<file path="src/shared/rss_pkg.sv">
// rss_pkg: constants and types of the reset sequencer and flash security block
package rss_pkg;

  // ----------------------------------------
  // reset sequence timing
  // ----------------------------------------
  localparam int unsigned POR_EXT_CYCLES_DEF = 2097152; // two to the 21
  localparam int unsigned WINDOW_CYCLES = 32;
  localparam logic [21:0] SEQ_CNT_ZERO = 22'h000000;
  localparam logic [21:0] SEQ_CNT_ONE = 22'h000001;

  // ----------------------------------------
  // control word fields and reset values
  // ----------------------------------------
  localparam int CTL_WAIT_TMP = 0;
  localparam int CTL_STOP_TMP = 1;
  localparam int CTL_WAIT_PERM = 2;
  localparam int CTL_STOP_PERM = 3;
  localparam int CTL_SW_RST = 4;
  localparam logic [7:0] CTL_RESET = 8'h00;
  localparam logic [7:0] CTL_KEEP_MASK = 8'h0f; // bits that are stored

  // ----------------------------------------
  // security bytes, identity and pin synchroniser reset values
  // ----------------------------------------
  localparam logic [15:0] SEC_ON_WORD_DEF = 16'h5aa5; // arbitrary pattern
  localparam logic [31:0] IDCODE_DEF = 32'h0c0de001; // arbitrary value
  localparam logic [5:0] PIN_SYNC_INIT = 6'h08; // tms high, rest low
  localparam logic [7:0] BSR_RESET = 8'h00;

  // ----------------------------------------
  // test access port instructions and register sizes
  // ----------------------------------------
  localparam logic [3:0] IR_EXTEST = 4'h0;
  localparam logic [3:0] IR_IDCODE = 4'h2;
  localparam logic [3:0] IR_SAMPLE = 4'h3;
  localparam logic [3:0] IR_LOCKOUT = 4'h8;
  localparam logic [3:0] IR_CAPTURE = 4'h1;
  localparam logic [4:0] DR_MSB_ID = 5'h1f;
  localparam logic [4:0] DR_MSB_BSR = 5'h07;
  localparam logic [4:0] DR_MSB_DIV = 5'h06;
  localparam logic [4:0] DR_MSB_BYP = 5'h00;
  localparam int DIV_PRESCALE_BIT = 6;
  localparam logic [6:0] DIV_RESET = 7'h00;

  typedef enum logic [2:0] {
    SEQ_HOLD = 3'b000,
    SEQ_POR = 3'b001,
    SEQ_CLK = 3'b010,
    SEQ_PER = 3'b011,
    SEQ_CORE = 3'b100,
    SEQ_RUN = 3'b101
  } rss_seq_t;

  typedef enum logic [3:0] {
    TAP_TLR = 4'b0000, TAP_RTI = 4'b0001, TAP_SDS = 4'b0010, TAP_CDR = 4'b0011,
    TAP_SHDR = 4'b0100, TAP_E1DR = 4'b0101, TAP_PDR = 4'b0110, TAP_E2DR = 4'b0111,
    TAP_UDR = 4'b1000, TAP_SIS = 4'b1001, TAP_CIR = 4'b1010, TAP_SHIR = 4'b1011,
    TAP_E1IR = 4'b1100, TAP_PIR = 4'b1101, TAP_E2IR = 4'b1110, TAP_UIR = 4'b1111
  } rss_tap_t;

endpackage
</file>
<file path="src/rtl/rss_sync2.sv">
// rss_sync2: two-flop synchroniser for pins entering the system clock domain
`timescale 1ns/1ns
`default_nettype none
module rss_sync2 #(
  parameter int W = 1,
  parameter logic [W-1:0] INIT = '0
) (
  input wire logic mclk,
  input wire logic rst_b,
  input wire logic [W-1:0] d,
  output logic [W-1:0] q
);

  logic [W-1:0] meta_q;

  // ----------------------------------------
  // the first stage feeds only the second
  // ----------------------------------------
  always_ff @(posedge mclk) begin
    if (!rst_b) begin
      meta_q <= INIT;
      q <= INIT;
    end else begin
      meta_q <= d;
      q <= meta_q;
    end
  end

endmodule
`default_nettype wire

</file>
<file path="src/rtl/rss_top.sv">
// rss_top: reset release sequencer, sleep gating, flash security and lockout recovery
`timescale 1ns/1ns
`default_nettype none
module rss_top #(
  parameter int unsigned POR_EXT_CYCLES = rss_pkg::POR_EXT_CYCLES_DEF,
  parameter logic [15:0] SEC_ON_WORD = rss_pkg::SEC_ON_WORD_DEF,
  parameter logic [31:0] IDCODE_VALUE = rss_pkg::IDCODE_DEF
) (
  input wire logic mclk,
  input wire logic rst_b,
  input wire logic ext_reset_pin_b,
  input wire logic por_b,
  input wire logic wdog_reset,
  input wire logic ctl_wr,
  input wire logic [7:0] ctl_wdata,
  output logic [7:0] ctl_rdata,
  output logic stop_disable,
  output logic wait_disable,
  output logic cu_clk_en,
  output logic periph_rst_b,
  output logic core_rst_b,
  output logic core_run,
  input wire logic [7:0] sec_byte_lo,
  input wire logic [7:0] sec_byte_hi,
  input wire logic backdoor_key_enable,
  input wire logic backdoor_key_match,
  output logic secure_mode,
  output logic dbg_disable,
  output logic mem_read_block,
  input wire logic [6:0] flash_clock_divider_register,
  output logic prescale_by_eight,
  output logic [5:0] div_ratio,
  output logic mass_erase_req,
  input wire logic mass_erase_done,
  input wire logic tck,
  input wire logic tms,
  input wire logic tdi,
  input wire logic trst_b,
  output logic tdo,
  output logic tdo_oe_b,
  input wire logic [7:0] bscan_in,
  output logic [7:0] bscan_out,
  output logic bscan_drive
);

  logic ext_s, por_s, tck_s, tms_s, tdi_s, trst_s;
  logic [7:0] bsi_s;
  logic [21:0] por_last, win_last;
  logic sys_rst_req, tck_rise, tck_fall;
  rss_pkg::rss_seq_t seq_q, seq_d;
  logic [21:0] cnt_q, cnt_d;
  logic porf_q, porf_d, cu_q, cu_d, per_q, per_d, cor_q, cor_d, run_q, run_d;
  logic [7:0] ctl_q, ctl_d;
  logic sw_rst_q, sw_rst_d, stop_q, stop_d, wait_q, wait_d;
  logic sec_q, sec_d, unsec_q, unsec_d, eff_q, eff_d;
  rss_pkg::rss_tap_t tap_q, tap_d, tap_nx;
  logic [3:0] ir_q, ir_d, irsh_q, irsh_d;
  logic [31:0] dr_q, dr_d;
  logic [4:0] dr_msb;
  logic [6:0] div_q, div_d;
  logic [7:0] bsr_q, bsr_d;
  logic divld_q, divld_d, busy_q, busy_d, tckp_q;
  logic tdo_q, tdo_d, oeb_q, oeb_d, bdrv_q, bdrv_d;
  logic [6:0] fdiv_q, fdiv_d;

  // ----------------------------------------
  // pin synchronisers
  // ----------------------------------------
  rss_sync2 #(.W(6), .INIT(rss_pkg::PIN_SYNC_INIT)) u_pin_sync (
    .mclk(mclk),
    .rst_b(rst_b),
    .d({trst_b, tdi, tms, tck, por_b, ext_reset_pin_b}),
    .q({trst_s, tdi_s, tms_s, tck_s, por_s, ext_s})
  );

  rss_sync2 #(.W(8), .INIT(rss_pkg::BSR_RESET)) u_bsi_sync (
    .mclk(mclk),
    .rst_b(rst_b),
    .d(bscan_in),
    .q(bsi_s)
  );

  assign por_last = 22'(POR_EXT_CYCLES - 1);
  assign win_last = 22'(rss_pkg::WINDOW_CYCLES - 1);

  // ----------------------------------------
  // reset release sequencer
  // ----------------------------------------
  // pin and power-on sources arrive synchronised, so the sequencer itself adds
  // one cycle of latency to their assertion; release is always clocked
  assign sys_rst_req = !ext_s || !por_s || sw_rst_q || wdog_reset;

  always_comb begin
    seq_d = seq_q;
    cnt_d = cnt_q + rss_pkg::SEQ_CNT_ONE;
    porf_d = porf_q || !por_s;
    if (sys_rst_req) begin
      seq_d = rss_pkg::SEQ_HOLD;
      cnt_d = rss_pkg::SEQ_CNT_ZERO;
    end else begin
      case (seq_q)
        rss_pkg::SEQ_HOLD: begin
          cnt_d = rss_pkg::SEQ_CNT_ZERO;
          seq_d = porf_q ? rss_pkg::SEQ_POR : rss_pkg::SEQ_CLK;
        end
        rss_pkg::SEQ_POR: begin
          if (cnt_q == por_last) begin
            seq_d = rss_pkg::SEQ_CLK;
            cnt_d = rss_pkg::SEQ_CNT_ZERO;
            porf_d = 1'b0;
          end
        end
        rss_pkg::SEQ_CLK: begin
          if (cnt_q == win_last) begin
            seq_d = rss_pkg::SEQ_PER;
            cnt_d = rss_pkg::SEQ_CNT_ZERO;
          end
        end
        rss_pkg::SEQ_PER: begin
          if (cnt_q == win_last) begin
            seq_d = rss_pkg::SEQ_CORE;
            cnt_d = rss_pkg::SEQ_CNT_ZERO;
          end
        end
        rss_pkg::SEQ_CORE: begin
          if (cnt_q == win_last) begin
            seq_d = rss_pkg::SEQ_RUN;
            cnt_d = rss_pkg::SEQ_CNT_ZERO;
          end
        end
        rss_pkg::SEQ_RUN: cnt_d = cnt_q;
        default: seq_d = rss_pkg::SEQ_HOLD;
      endcase
    end
    // each release output is a flop decoded from the next state
    cu_d = (seq_d != rss_pkg::SEQ_HOLD) && (seq_d != rss_pkg::SEQ_POR);
    per_d = (seq_d == rss_pkg::SEQ_PER) || (seq_d == rss_pkg::SEQ_CORE)
      || (seq_d == rss_pkg::SEQ_RUN);
    cor_d = (seq_d == rss_pkg::SEQ_CORE) || (seq_d == rss_pkg::SEQ_RUN);
    run_d = (seq_d == rss_pkg::SEQ_RUN);
  end

  always_ff @(posedge mclk) begin
    if (!rst_b) begin
      seq_q <= rss_pkg::SEQ_HOLD;
      cnt_q <= rss_pkg::SEQ_CNT_ZERO;
      porf_q <= 1'b1; // own reset counts as power-on
      cu_q <= 1'b0;
      per_q <= 1'b0;
      cor_q <= 1'b0;
      run_q <= 1'b0;
    end else begin
      seq_q <= seq_d;
      cnt_q <= cnt_d;
      porf_q <= porf_d;
      cu_q <= cu_d;
      per_q <= per_d;
      cor_q <= cor_d;
      run_q <= run_d;
    end
  end

  // ----------------------------------------
  // system control word: sleep gating and software reset
  // ----------------------------------------
  // permanent bits can only be set; any system reset clears them
  always_comb begin
    ctl_d = ctl_q;
    sw_rst_d = 1'b0;
    if (sys_rst_req) begin
      ctl_d = rss_pkg::CTL_RESET;
    end else if (ctl_wr && run_q) begin
      ctl_d = (ctl_wdata & rss_pkg::CTL_KEEP_MASK)
        | (ctl_q & (8'h01 << rss_pkg::CTL_WAIT_PERM))
        | (ctl_q & (8'h01 << rss_pkg::CTL_STOP_PERM));
      sw_rst_d = ctl_wdata[rss_pkg::CTL_SW_RST];
    end
    stop_d = ctl_d[rss_pkg::CTL_STOP_TMP] || ctl_d[rss_pkg::CTL_STOP_PERM];
    wait_d = ctl_d[rss_pkg::CTL_WAIT_TMP] || ctl_d[rss_pkg::CTL_WAIT_PERM];
  end

  always_ff @(posedge mclk) begin
    if (!rst_b) begin
      ctl_q <= rss_pkg::CTL_RESET;
      sw_rst_q <= 1'b0;
      stop_q <= 1'b0;
      wait_q <= 1'b0;
    end else begin
      ctl_q <= ctl_d;
      sw_rst_q <= sw_rst_d;
      stop_q <= stop_d;
      wait_q <= wait_d;
    end
  end

  // ----------------------------------------
  // security state
  // ----------------------------------------
  // fail safe: secure until the bytes are sampled at peripheral release
  always_comb begin
    sec_d = sec_q;
    unsec_d = unsec_q;
    if (seq_q == rss_pkg::SEQ_CLK && seq_d == rss_pkg::SEQ_PER) begin
      sec_d = ({sec_byte_hi, sec_byte_lo} == SEC_ON_WORD);
    end
    if (sys_rst_req) begin
      unsec_d = 1'b0;
    end
    if (backdoor_key_enable && backdoor_key_match && run_q) begin
      unsec_d = 1'b1;
    end
    if (mass_erase_done && busy_q) begin
      unsec_d = 1'b1;
    end
    eff_d = sec_d && !unsec_d;
  end

  always_ff @(posedge mclk) begin
    if (!rst_b) begin
      sec_q <= 1'b1;
      unsec_q <= 1'b0;
      eff_q <= 1'b1;
    end else begin
      sec_q <= sec_d;
      unsec_q <= unsec_d;
      eff_q <= eff_d;
    end
  end

  // ----------------------------------------
  // test access port, sampled on the system clock
  // ----------------------------------------
  // tck must stay below a quarter of mclk for edge detection to hold
  assign tck_rise = tck_s && !tckp_q;
  assign tck_fall = !tck_s && tckp_q;

  always_comb begin
    case (tap_q)
      rss_pkg::TAP_TLR: tap_nx = tms_s ? rss_pkg::TAP_TLR : rss_pkg::TAP_RTI;
      rss_pkg::TAP_RTI: tap_nx = tms_s ? rss_pkg::TAP_SDS : rss_pkg::TAP_RTI;
      rss_pkg::TAP_SDS: tap_nx = tms_s ? rss_pkg::TAP_SIS : rss_pkg::TAP_CDR;
      rss_pkg::TAP_CDR: tap_nx = tms_s ? rss_pkg::TAP_E1DR : rss_pkg::TAP_SHDR;
      rss_pkg::TAP_SHDR: tap_nx = tms_s ? rss_pkg::TAP_E1DR : rss_pkg::TAP_SHDR;
      rss_pkg::TAP_E1DR: tap_nx = tms_s ? rss_pkg::TAP_UDR : rss_pkg::TAP_PDR;
      rss_pkg::TAP_PDR: tap_nx = tms_s ? rss_pkg::TAP_E2DR : rss_pkg::TAP_PDR;
      rss_pkg::TAP_E2DR: tap_nx = tms_s ? rss_pkg::TAP_UDR : rss_pkg::TAP_SHDR;
      rss_pkg::TAP_UDR: tap_nx = tms_s ? rss_pkg::TAP_SDS : rss_pkg::TAP_RTI;
      rss_pkg::TAP_SIS: tap_nx = tms_s ? rss_pkg::TAP_TLR : rss_pkg::TAP_CIR;
      rss_pkg::TAP_CIR: tap_nx = tms_s ? rss_pkg::TAP_E1IR : rss_pkg::TAP_SHIR;
      rss_pkg::TAP_SHIR: tap_nx = tms_s ? rss_pkg::TAP_E1IR : rss_pkg::TAP_SHIR;
      rss_pkg::TAP_E1IR: tap_nx = tms_s ? rss_pkg::TAP_UIR : rss_pkg::TAP_PIR;
      rss_pkg::TAP_PIR: tap_nx = tms_s ? rss_pkg::TAP_E2IR : rss_pkg::TAP_PIR;
      rss_pkg::TAP_E2IR: tap_nx = tms_s ? rss_pkg::TAP_UIR : rss_pkg::TAP_SHIR;
      rss_pkg::TAP_UIR: tap_nx = tms_s ? rss_pkg::TAP_SDS : rss_pkg::TAP_RTI;
      default: tap_nx = rss_pkg::TAP_TLR;
    endcase
  end

  // data register length follows the current instruction
  always_comb begin
    case (ir_q)
      rss_pkg::IR_IDCODE: dr_msb = rss_pkg::DR_MSB_ID;
      rss_pkg::IR_SAMPLE, rss_pkg::IR_EXTEST: dr_msb = rss_pkg::DR_MSB_BSR;
      rss_pkg::IR_LOCKOUT: dr_msb = rss_pkg::DR_MSB_DIV;
      default: dr_msb = rss_pkg::DR_MSB_BYP;
    endcase
  end

  always_comb begin
    tap_d = tap_q;
    ir_d = ir_q;
    irsh_d = irsh_q;
    dr_d = dr_q;
    div_d = div_q;
    divld_d = divld_q;
    bsr_d = bsr_q;
    busy_d = busy_q;
    tdo_d = tdo_q;
    oeb_d = oeb_q;
    if (mass_erase_done) begin
      busy_d = 1'b0;
    end
    if (!trst_s) begin
      tap_d = rss_pkg::TAP_TLR;
      ir_d = rss_pkg::IR_IDCODE;
      divld_d = 1'b0;
      oeb_d = 1'b1;
    end else if (tck_rise) begin
      tap_d = tap_nx;
      case (tap_q)
        rss_pkg::TAP_TLR: begin
          ir_d = rss_pkg::IR_IDCODE;
          divld_d = 1'b0;
        end
        rss_pkg::TAP_CIR: irsh_d = rss_pkg::IR_CAPTURE;
        rss_pkg::TAP_SHIR: irsh_d = {tdi_s, irsh_q[3:1]};
        rss_pkg::TAP_UIR: ir_d = irsh_q;
        rss_pkg::TAP_CDR: begin
          case (ir_q)
            rss_pkg::IR_IDCODE: dr_d = IDCODE_VALUE;
            rss_pkg::IR_SAMPLE, rss_pkg::IR_EXTEST: dr_d = {24'h000000, bsi_s};
            rss_pkg::IR_LOCKOUT: dr_d = {25'h0000000, div_q};
            default: dr_d = 32'h00000000;
          endcase
        end
        rss_pkg::TAP_SHDR: begin
          dr_d = dr_q >> 1;
          dr_d[dr_msb] = tdi_s;
        end
        rss_pkg::TAP_UDR: begin
          if (ir_q == rss_pkg::IR_LOCKOUT) begin
            div_d = dr_q[6:0];
            divld_d = 1'b1;
          end
          if (ir_q == rss_pkg::IR_EXTEST) begin
            bsr_d = dr_q[7:0];
          end
        end
        default: ;
      endcase
      // erase starts on entry into run-test/idle once the divider is loaded
      if (tap_nx == rss_pkg::TAP_RTI && tap_q != rss_pkg::TAP_RTI
          && ir_q == rss_pkg::IR_LOCKOUT && divld_d) begin
        busy_d = 1'b1;
      end
    end else if (tck_fall) begin
      tdo_d = (tap_q == rss_pkg::TAP_SHIR) ? irsh_q[0] : dr_q[0];
      oeb_d = !(tap_q == rss_pkg::TAP_SHIR || tap_q == rss_pkg::TAP_SHDR);
    end
    bdrv_d = (ir_d == rss_pkg::IR_EXTEST);
    // once loaded, the recovery divider replaces the software divider while selected and while the erase runs
    fdiv_d = ((ir_d == rss_pkg::IR_LOCKOUT && divld_d) || busy_d) ? div_d
      : flash_clock_divider_register;
  end

  always_ff @(posedge mclk) begin
    if (!rst_b) begin
      tap_q <= rss_pkg::TAP_TLR;
      ir_q <= rss_pkg::IR_IDCODE;
      irsh_q <= rss_pkg::IR_CAPTURE;
      dr_q <= 32'h00000000;
      div_q <= rss_pkg::DIV_RESET;
      divld_q <= 1'b0;
      bsr_q <= rss_pkg::BSR_RESET;
      busy_q <= 1'b0;
      tckp_q <= 1'b0;
      tdo_q <= 1'b0;
      oeb_q <= 1'b1;
      bdrv_q <= 1'b0;
      fdiv_q <= rss_pkg::DIV_RESET;
    end else begin
      tap_q <= tap_d;
      ir_q <= ir_d;
      irsh_q <= irsh_d;
      dr_q <= dr_d;
      div_q <= div_d;
      divld_q <= divld_d;
      bsr_q <= bsr_d;
      busy_q <= busy_d;
      tckp_q <= tck_s;
      tdo_q <= tdo_d;
      oeb_q <= oeb_d;
      bdrv_q <= bdrv_d;
      fdiv_q <= fdiv_d;
    end
  end

  // ----------------------------------------
  // outputs
  // ----------------------------------------
  assign ctl_rdata = ctl_q;
  assign stop_disable = stop_q;
  assign wait_disable = wait_q;
  assign cu_clk_en = cu_q;
  assign periph_rst_b = per_q;
  assign core_rst_b = cor_q;
  assign core_run = run_q;
  assign secure_mode = eff_q;
  assign dbg_disable = eff_q;
  assign mem_read_block = eff_q;
  assign prescale_by_eight = fdiv_q[rss_pkg::DIV_PRESCALE_BIT];
  assign div_ratio = fdiv_q[5:0];
  assign mass_erase_req = busy_q;
  assign tdo = tdo_q;
  assign tdo_oe_b = oeb_q;
  assign bscan_out = bsr_q;
  assign bscan_drive = bdrv_q;

  logic dr_lsb;
  assign dr_lsb = dr_q[0];
endmodule
`default_nettype wire

</file>
<file path="config.mk">
export PLATFORM = sky130hd
export DESIGN_NAME = rss_top
export DESIGN_NICKNAME = d
export VERILOG_FILES = /design/src/shared/rss_pkg.sv /design/src/rtl/rss_sync2.sv /design/src/rtl/rss_top.sv
export SDC_FILE = /design/constraint.sdc
export NUM_CORES = 1
export LEC_CHECK = 0
export ABC_AREA = 1
export BUFFER_PORTS_ARGS = -buffer_cell sky130_fd_sc_hd__buf_2
export CAP_MARGIN = 20
export CELL_PAD_IN_SITES_DETAIL_PLACEMENT = 0
export CELL_PAD_IN_SITES_GLOBAL_PLACEMENT = 2
export CORE_UTILIZATION = 32
export DETAILED_ROUTE_END_ITERATION = 7
export HOLD_SLACK_MARGIN = 0.06
export PLACE_DENSITY_LB_ADDON = 0.25
export SLEW_MARGIN = 20
export SYNTH_ARGS = -nofsm -noshare
export SYNTH_HDL_FRONTEND = slang
export SYNTH_SLANG_ARGS = --single-unit
</file>
<file path="constraint.sdc">
create_clock -name mclk -period 2.2 [get_ports mclk]
set_clock_uncertainty 0.15 [all_clocks]
set_input_delay 0.22 -clock mclk [delete_from_list [all_inputs] [get_ports mclk]]
set_output_delay 0.22 -clock mclk [all_outputs]
set_load 0.02 [all_outputs]
</file>
Word level (Yosys, flattened, before mapping)

Cells that the tools add are included.

Flip-flop bits (word level): 140
Output and inout bits: 36

$add $sub $neg: 1
$lt $le $gt $ge: 2
Eq/ne operators: 33
Multiplexer cells: 58
Bitwise logic cells: 5
Reduce and logical (&&, ||, !) cells: 51

Operators with widths:

| kind                                                              | count |
|---|---|
| 22-bit case mux with 4 select lines                               | 1 |
| 28-bit case mux with 3 select lines                               | 1 |
| 32-bit case mux with 2 select lines                               | 1 |
| 4-bit case mux with 12 select lines                               | 1 |
| 22-bit 2-to-1 mux                                                 | 2 |
| 4-bit == test, second input constant                              | 10 |
| 7-bit 2-to-1 mux                                                  | 5 |
| 32-bit bitwise mux                                                | 1 |
| 4-bit 2-to-1 mux                                                  | 8 |
| 22-bit by 1-bit adder with 22-bit output, second input constant   | 1 |
| 22-bit by 21-bit == test with 1-bit output, second input constant | 1 |
| 22-bit by 5-bit == test with 1-bit output, second input constant  | 1 |
| 1-bit 2-to-1 mux                                                  | 21 |
| 3-bit 2-to-1 mux                                                  | 7 |
| 3-bit case mux with 6 select lines                                | 1 |
| 16-bit by 15-bit == test with 1-bit output, second input constant | 1 |
| 4-bit by 2-bit == test with 1-bit output, second input constant   | 4 |
| 4-bit by 3-bit == test with 1-bit output, second input constant   | 4 |
| 4-bit case mux with 2 select lines                                | 2 |
| 5-bit case mux with 3 select lines                                | 1 |
| 1-bit logical AND                                                 | 14 |
| 3-bit == test, second input constant                              | 4 |
| 4-bit zero test                                                   | 3 |
| 1-bit logical OR                                                  | 11 |
| 22 further kinds                                                  | 44 |

Depth between registers and ports, before layout

Depth after elaboration: 12
Mapped depth: 16

Hierarchy

Synthesis repeated with hierarchy kept, for this count alone.

Cell total of the unflattened synthesis: 849
Area, all modules: 6,044.5 sq um

Modules (own cells, without submodules):

| module                 | times used | cells each | area each (sq um) | seq. area each (sq um) |
|---|---|---|---|---|
| rss_top                | 1          | 762        | 5,218.8           | 2,242.2 |
| rss_sync2 (u_bsi_sync) | 1          | 50         | 484.2             | 320.3 |
| rss_sync2 (u_pin_sync) | 1          | 37         | 341.6             | 240.2 |

Worst setup path after synthesis

Ideal clock, no wire load.

Path kind: register to register
Start point: reg cnt_q[0]
End point: reg cnt_q[14]
Setup time: 0.117 ns
Data arrival time: 1.647 ns
Required time: 1.933 ns
Slack: 0.286 ns
Stages on the path, launching flop included: 12
Period minus slack after synthesis: 1.914 ns
Cells stage by stage: dfxtp_1 ha_1 nand3_1 nor2_1 nand3_1 nand2_1 inv_1 nor2_1 nand2_1 nand2_1 buf_2 nor2_1

Longest elaborated chain between the ends: 3

Ends and longest elaborated chain:

| element                                                                | line           | text |
|---|---|---|
| start: declaration                                                     | rss_top.sv:51  | `logic [21:0] cnt_q, cnt_d;` |
| start signal: assignment                                               | rss_top.sv:146 | `cnt_q <= rss_pkg::SEQ_CNT_ZERO;` |
| start signal: assignment                                               | rss_top.sv:154 | `cnt_q <= cnt_d;` |
| 22-bit by 1-bit adder with 22-bit output, or another cell as far along | rss_top.sv:95  | `cnt_d = cnt_q + rss_pkg::SEQ_CNT_ONE;` |
| 22-bit 2-to-1 mux, on equally long branches                            | -              |  |
| 22-bit case mux with 4 select lines (*)                                | rss_top.sv:101 | `case (seq_q)` |

Mark *: on every way between the ends. The rest lies on a longest branch, timed or not.
A chain may end at the register's enable or synchronous reset.

Final worst setup path

Start point: reg sw_rst_q
End point: reg sw_rst_q

Longest elaborated chain between the ends: 3

Ends and longest elaborated chain:

| element                             | line           | text |
|---|---|---|
| start: declaration                  | rss_top.sv:54  | `logic sw_rst_q, sw_rst_d, stop_q, stop_d, wait_q, wait_d;` |
| start signal: assignment            | rss_top.sv:190 | `sw_rst_q <= sw_rst_d;` |
| 1-bit logical OR (2 in series)      | rss_top.sv:91  | `assign sys_rst_req = !ext_s \|\| !por_s \|\| sw_rst_q \|\| wdog_reset;` |
| 3-bit OR reduction (no source line) | -              |  |

No other way between the ends.

==> results.py <==
metrics = {
    "yosys": {
        "synthTopCellsByArea": "dfxtp_1 46%, nand2_1 12%, nor2_1 7.3%, inv_1 5.7%, a21oi_1 5.0%",
        "yosys.area.top_type": "dfxtp_1",
        "synth-edff-count": 0,
        "yosysSeqAreaShare": 0.463,
        "syn_inst": 835,
        "synth_area_um2": 6050,
        "ys_ff_latch": 140,
        "async_flop_share": 0,
        "ys.flop_type": "dfxtp_1",
        "yosys-top-cells-count": "188 x nand2_1, 140 x dfxtp_1, 118 x nor2_1",
        "yosys.cell_count.top_type": "nand2_1",
        "ys_types": 49,
        "synth_top_area_share": 0.463,
        "yosysWarnings": 0,
        "synth.avg_cell_area_um2": 7.25,
    },
    "clocking": {
        "clock_sinks": 140,
        "clk_pin_slew_ns": 0.06,
        "root_buffer": "clkbuf_16",
        "clock_latency_ns": 0.42,
        "cts_buffers": 17,
        "cts_tree": "done",
        "htreeDepth": 4,
        "cts_buffer_depth": 2,
    },
    "layout": {
        "area_growth_pct": 28.0,
        "drive_above_1_share": 0.218,
        "n_antenna_cell": 0,
        "final_util": 0.424,
        "final_cells": 1207,
        "final_nets": 1019,
    },
    "floorplanning": {
        "ios": 88,
        "placeableCoreArea_um2": 18300,
        "die_w_um": 140,
        "fp.dieH_um": 140,
        "initial_core_util": 0.331,
        "dieArea_um2": 19500,
        "rows": 49,
    },
    "critical_path": {
        "endpoint_kind": "register",
        "critPathMaxFanout": 6,
        "critPathArrivalTime_ns": 2.26,
        "critPathRequiredTime_ns": 2.41,
        "reg2reg_slack_ns": 0.15,
        "cp-start-kind": "register",
        "worst-setup-path-type": "reg -> reg",
    },
    "status": {
        "outcome": "completed",
    },
    "place": {
        "portBuffers": 80,
        "dpl.cell_count": 1139,
        "dpl.hpwl_mm": 10.6,
        "place.gp.congestion": 0.821,
    },
    "power_and_ir_drop": {
        "peakVddDrop_mv": 0.506,
        "p_per_area_nw_per_um2": 715,
        "leakagePower_nw": 3.48,
        "power_mw": 5.54,
    },
    "grt": {
        "use_met3": 0.0427,
        "grt-ovfl-total": 0,
        "antenna_found_initial": 0,
        "gr-usage-met2": 0.250,
        "grt_pass1_vias": 5018,
        "use_met1": 0.229,
        "grtUsageTotal": 0.164,
        "grt_max_degree": 67,
        "busiest_layer": "met2",
        "grt_pass1_wl_mm": 25.2,
    },
    "sta": {
        "setup_tns_ns": 0,
        "fin_crit_ns": 2.05,
        "setup_violations": 0,
        "clock.fmax_ghz": 0.488,
        "rsz0062_at_grt": "false",
        "slew_viol_final": 0,
        "fin_crit_sh": 0.932,
        "finalHoldViolations": 0,
    },
    "route": {
        "drt_wl_total_mm": 15.0,
        "drc": 0,
        "viasPerCell": 4.48,
        "drt_iter0_drc": 284,
        "first_pass_iters": 4,
        "ant_nets": 0,
        "dr_total_vias": 5411,
        "detail_route.wl_per_cell_um": 12.4,
    },
    "hold_path": {
        "hold_class": "in -> reg",
    },
    "run": {
        "maxCapViolCount": 0,
    },
}
-- sequential cells by signal (all words and copies together) (netlist names), 3 cells and up --
signal and cells:
bscan_out 8, seq_q 3, irsh_q 4, tap_q 4, fdiv_q 7, u_pin_sync.q 6, ctl_rdata 4, cnt_q 22
u_bsi_sync.meta_q 8, ir_q 4, u_bsi_sync.q 8, dr_q 32, div_q 7, u_pin_sync.meta_q 6
-- worst max-delay path: stages, from the launching register on --
cell and delay (ns):
dfxtp_1 0.29, nor2_1 0.08, and3_2 0.24, inv_1 0.05, nor2_1 0.20, clkinvlp_4 0.22, nor3b_1 0.20, dlygate4sd3_1 0.56
-- stage by stage --
| step | instance area [um^2] | worst slack [ns] | hold WS [ns] |
|---|---|---|---|
| 3_5_place_dp | 6800 | 0.108 | 0.248 |
| 2_1_floorplan | 6060 | 0.286 | 0.168 |
| 5_1_grt | 7750 | 0.000248 | 0.114 |
| 6_report | 7750 | 0.150 | 0.0696 |
| 3_3_place_gp | 6800 | 0.109 | 0.241 |
| 4_1_cts | 7660 | 0.0558 | 0.0688 |
-- area by class of cell --
class                      instances  area (um^2)
timing repair buffer             136          943
clock buffer                      23          468
multi-input combinational        563         2740
inverter                         108          413
tap                              229          287
sequential                       140         2810
fill                            1913        10500
clock inverter                     8         92.6
-- cells in the final DEF (no fill, tap or decap), drive strengths merged, types with 3 or more instances in the layout --
| cell | n |
|---|---|
| o211ai | 4 |
| xnor2 | 4 |
| nand4 | 9 |
| a21oi | 61 |
| dfxtp | 140 |
| nand2 | 206 |
| xor2 | 8 |
| clkinv | 7 |
| a31oi | 4 |
| inv | 105 |
| nor3 | 11 |
| clkbuf | 23 |
| nand3 | 30 |
| a211oi | 3 |
| o21ai | 51 |
| nor4 | 4 |
| buf | 106 |
| nor3b | 5 |
| nor2 | 139 |
| dlygate4sd3 | 30 |
| conb | 4 |
-- power by group --
part | internal, mW | switching (mW) | total, mW
Combinational | 0.0974 | 0.104 | 0.202
Sequential | 2.57 | 0.0111 | 2.58
Clock | 1.71 | 1.05 | 2.76
Total | 4.38 | 1.16 | 5.54
-- cells by family (layout without fill, tap and decap cells) --
family / count (synthesis) / count (layout) / share of synthesized area
AND/OR/NAND/NOR: 410 / 410 / 0.300
flip-flops: 140 / 140 / 0.463
buffers and inverters: 135 / 275 / 0.0914
AO/OA/AOI/OAI: 133 / 133 / 0.120
XOR/XNOR: 12 / 12 / 0.0174
multiplexers: 3 / 3 / 0.00538
adder cells (fa/ha/maj): 1 / 1 / 0.00207
other: 1 / 4 / 0.000620
-- worst paths after layout --
kind / from / to / depth (start not counted)
max: sw_rst_q / sw_rst_q / 7
min: backdoor_key_match / unsec_q / 5
max reg2reg: sw_rst_q / sw_rst_q / 7
min reg2reg: u_pin_sync.meta_q[4] / u_pin_sync.q[4] / 2
-- routing by layer --
metal / part of all wire / vias to the layer above
li1: - / 2902
met2: 0.44 / 86
met1: 0.52 / 2412
met4: 0.0079 / 0
met3: 0.032 / 11
met5: 0 / -
-- repair_timing --
item                                   CTS  global route
setup endpoints to repair                0            38
hold buffers                            30             0
endpoints found under the hold margin   30             0
resized for setup                        0            20
buffers inserted                         0             7
Note: power is estimated with default switching activity, not from simulation.
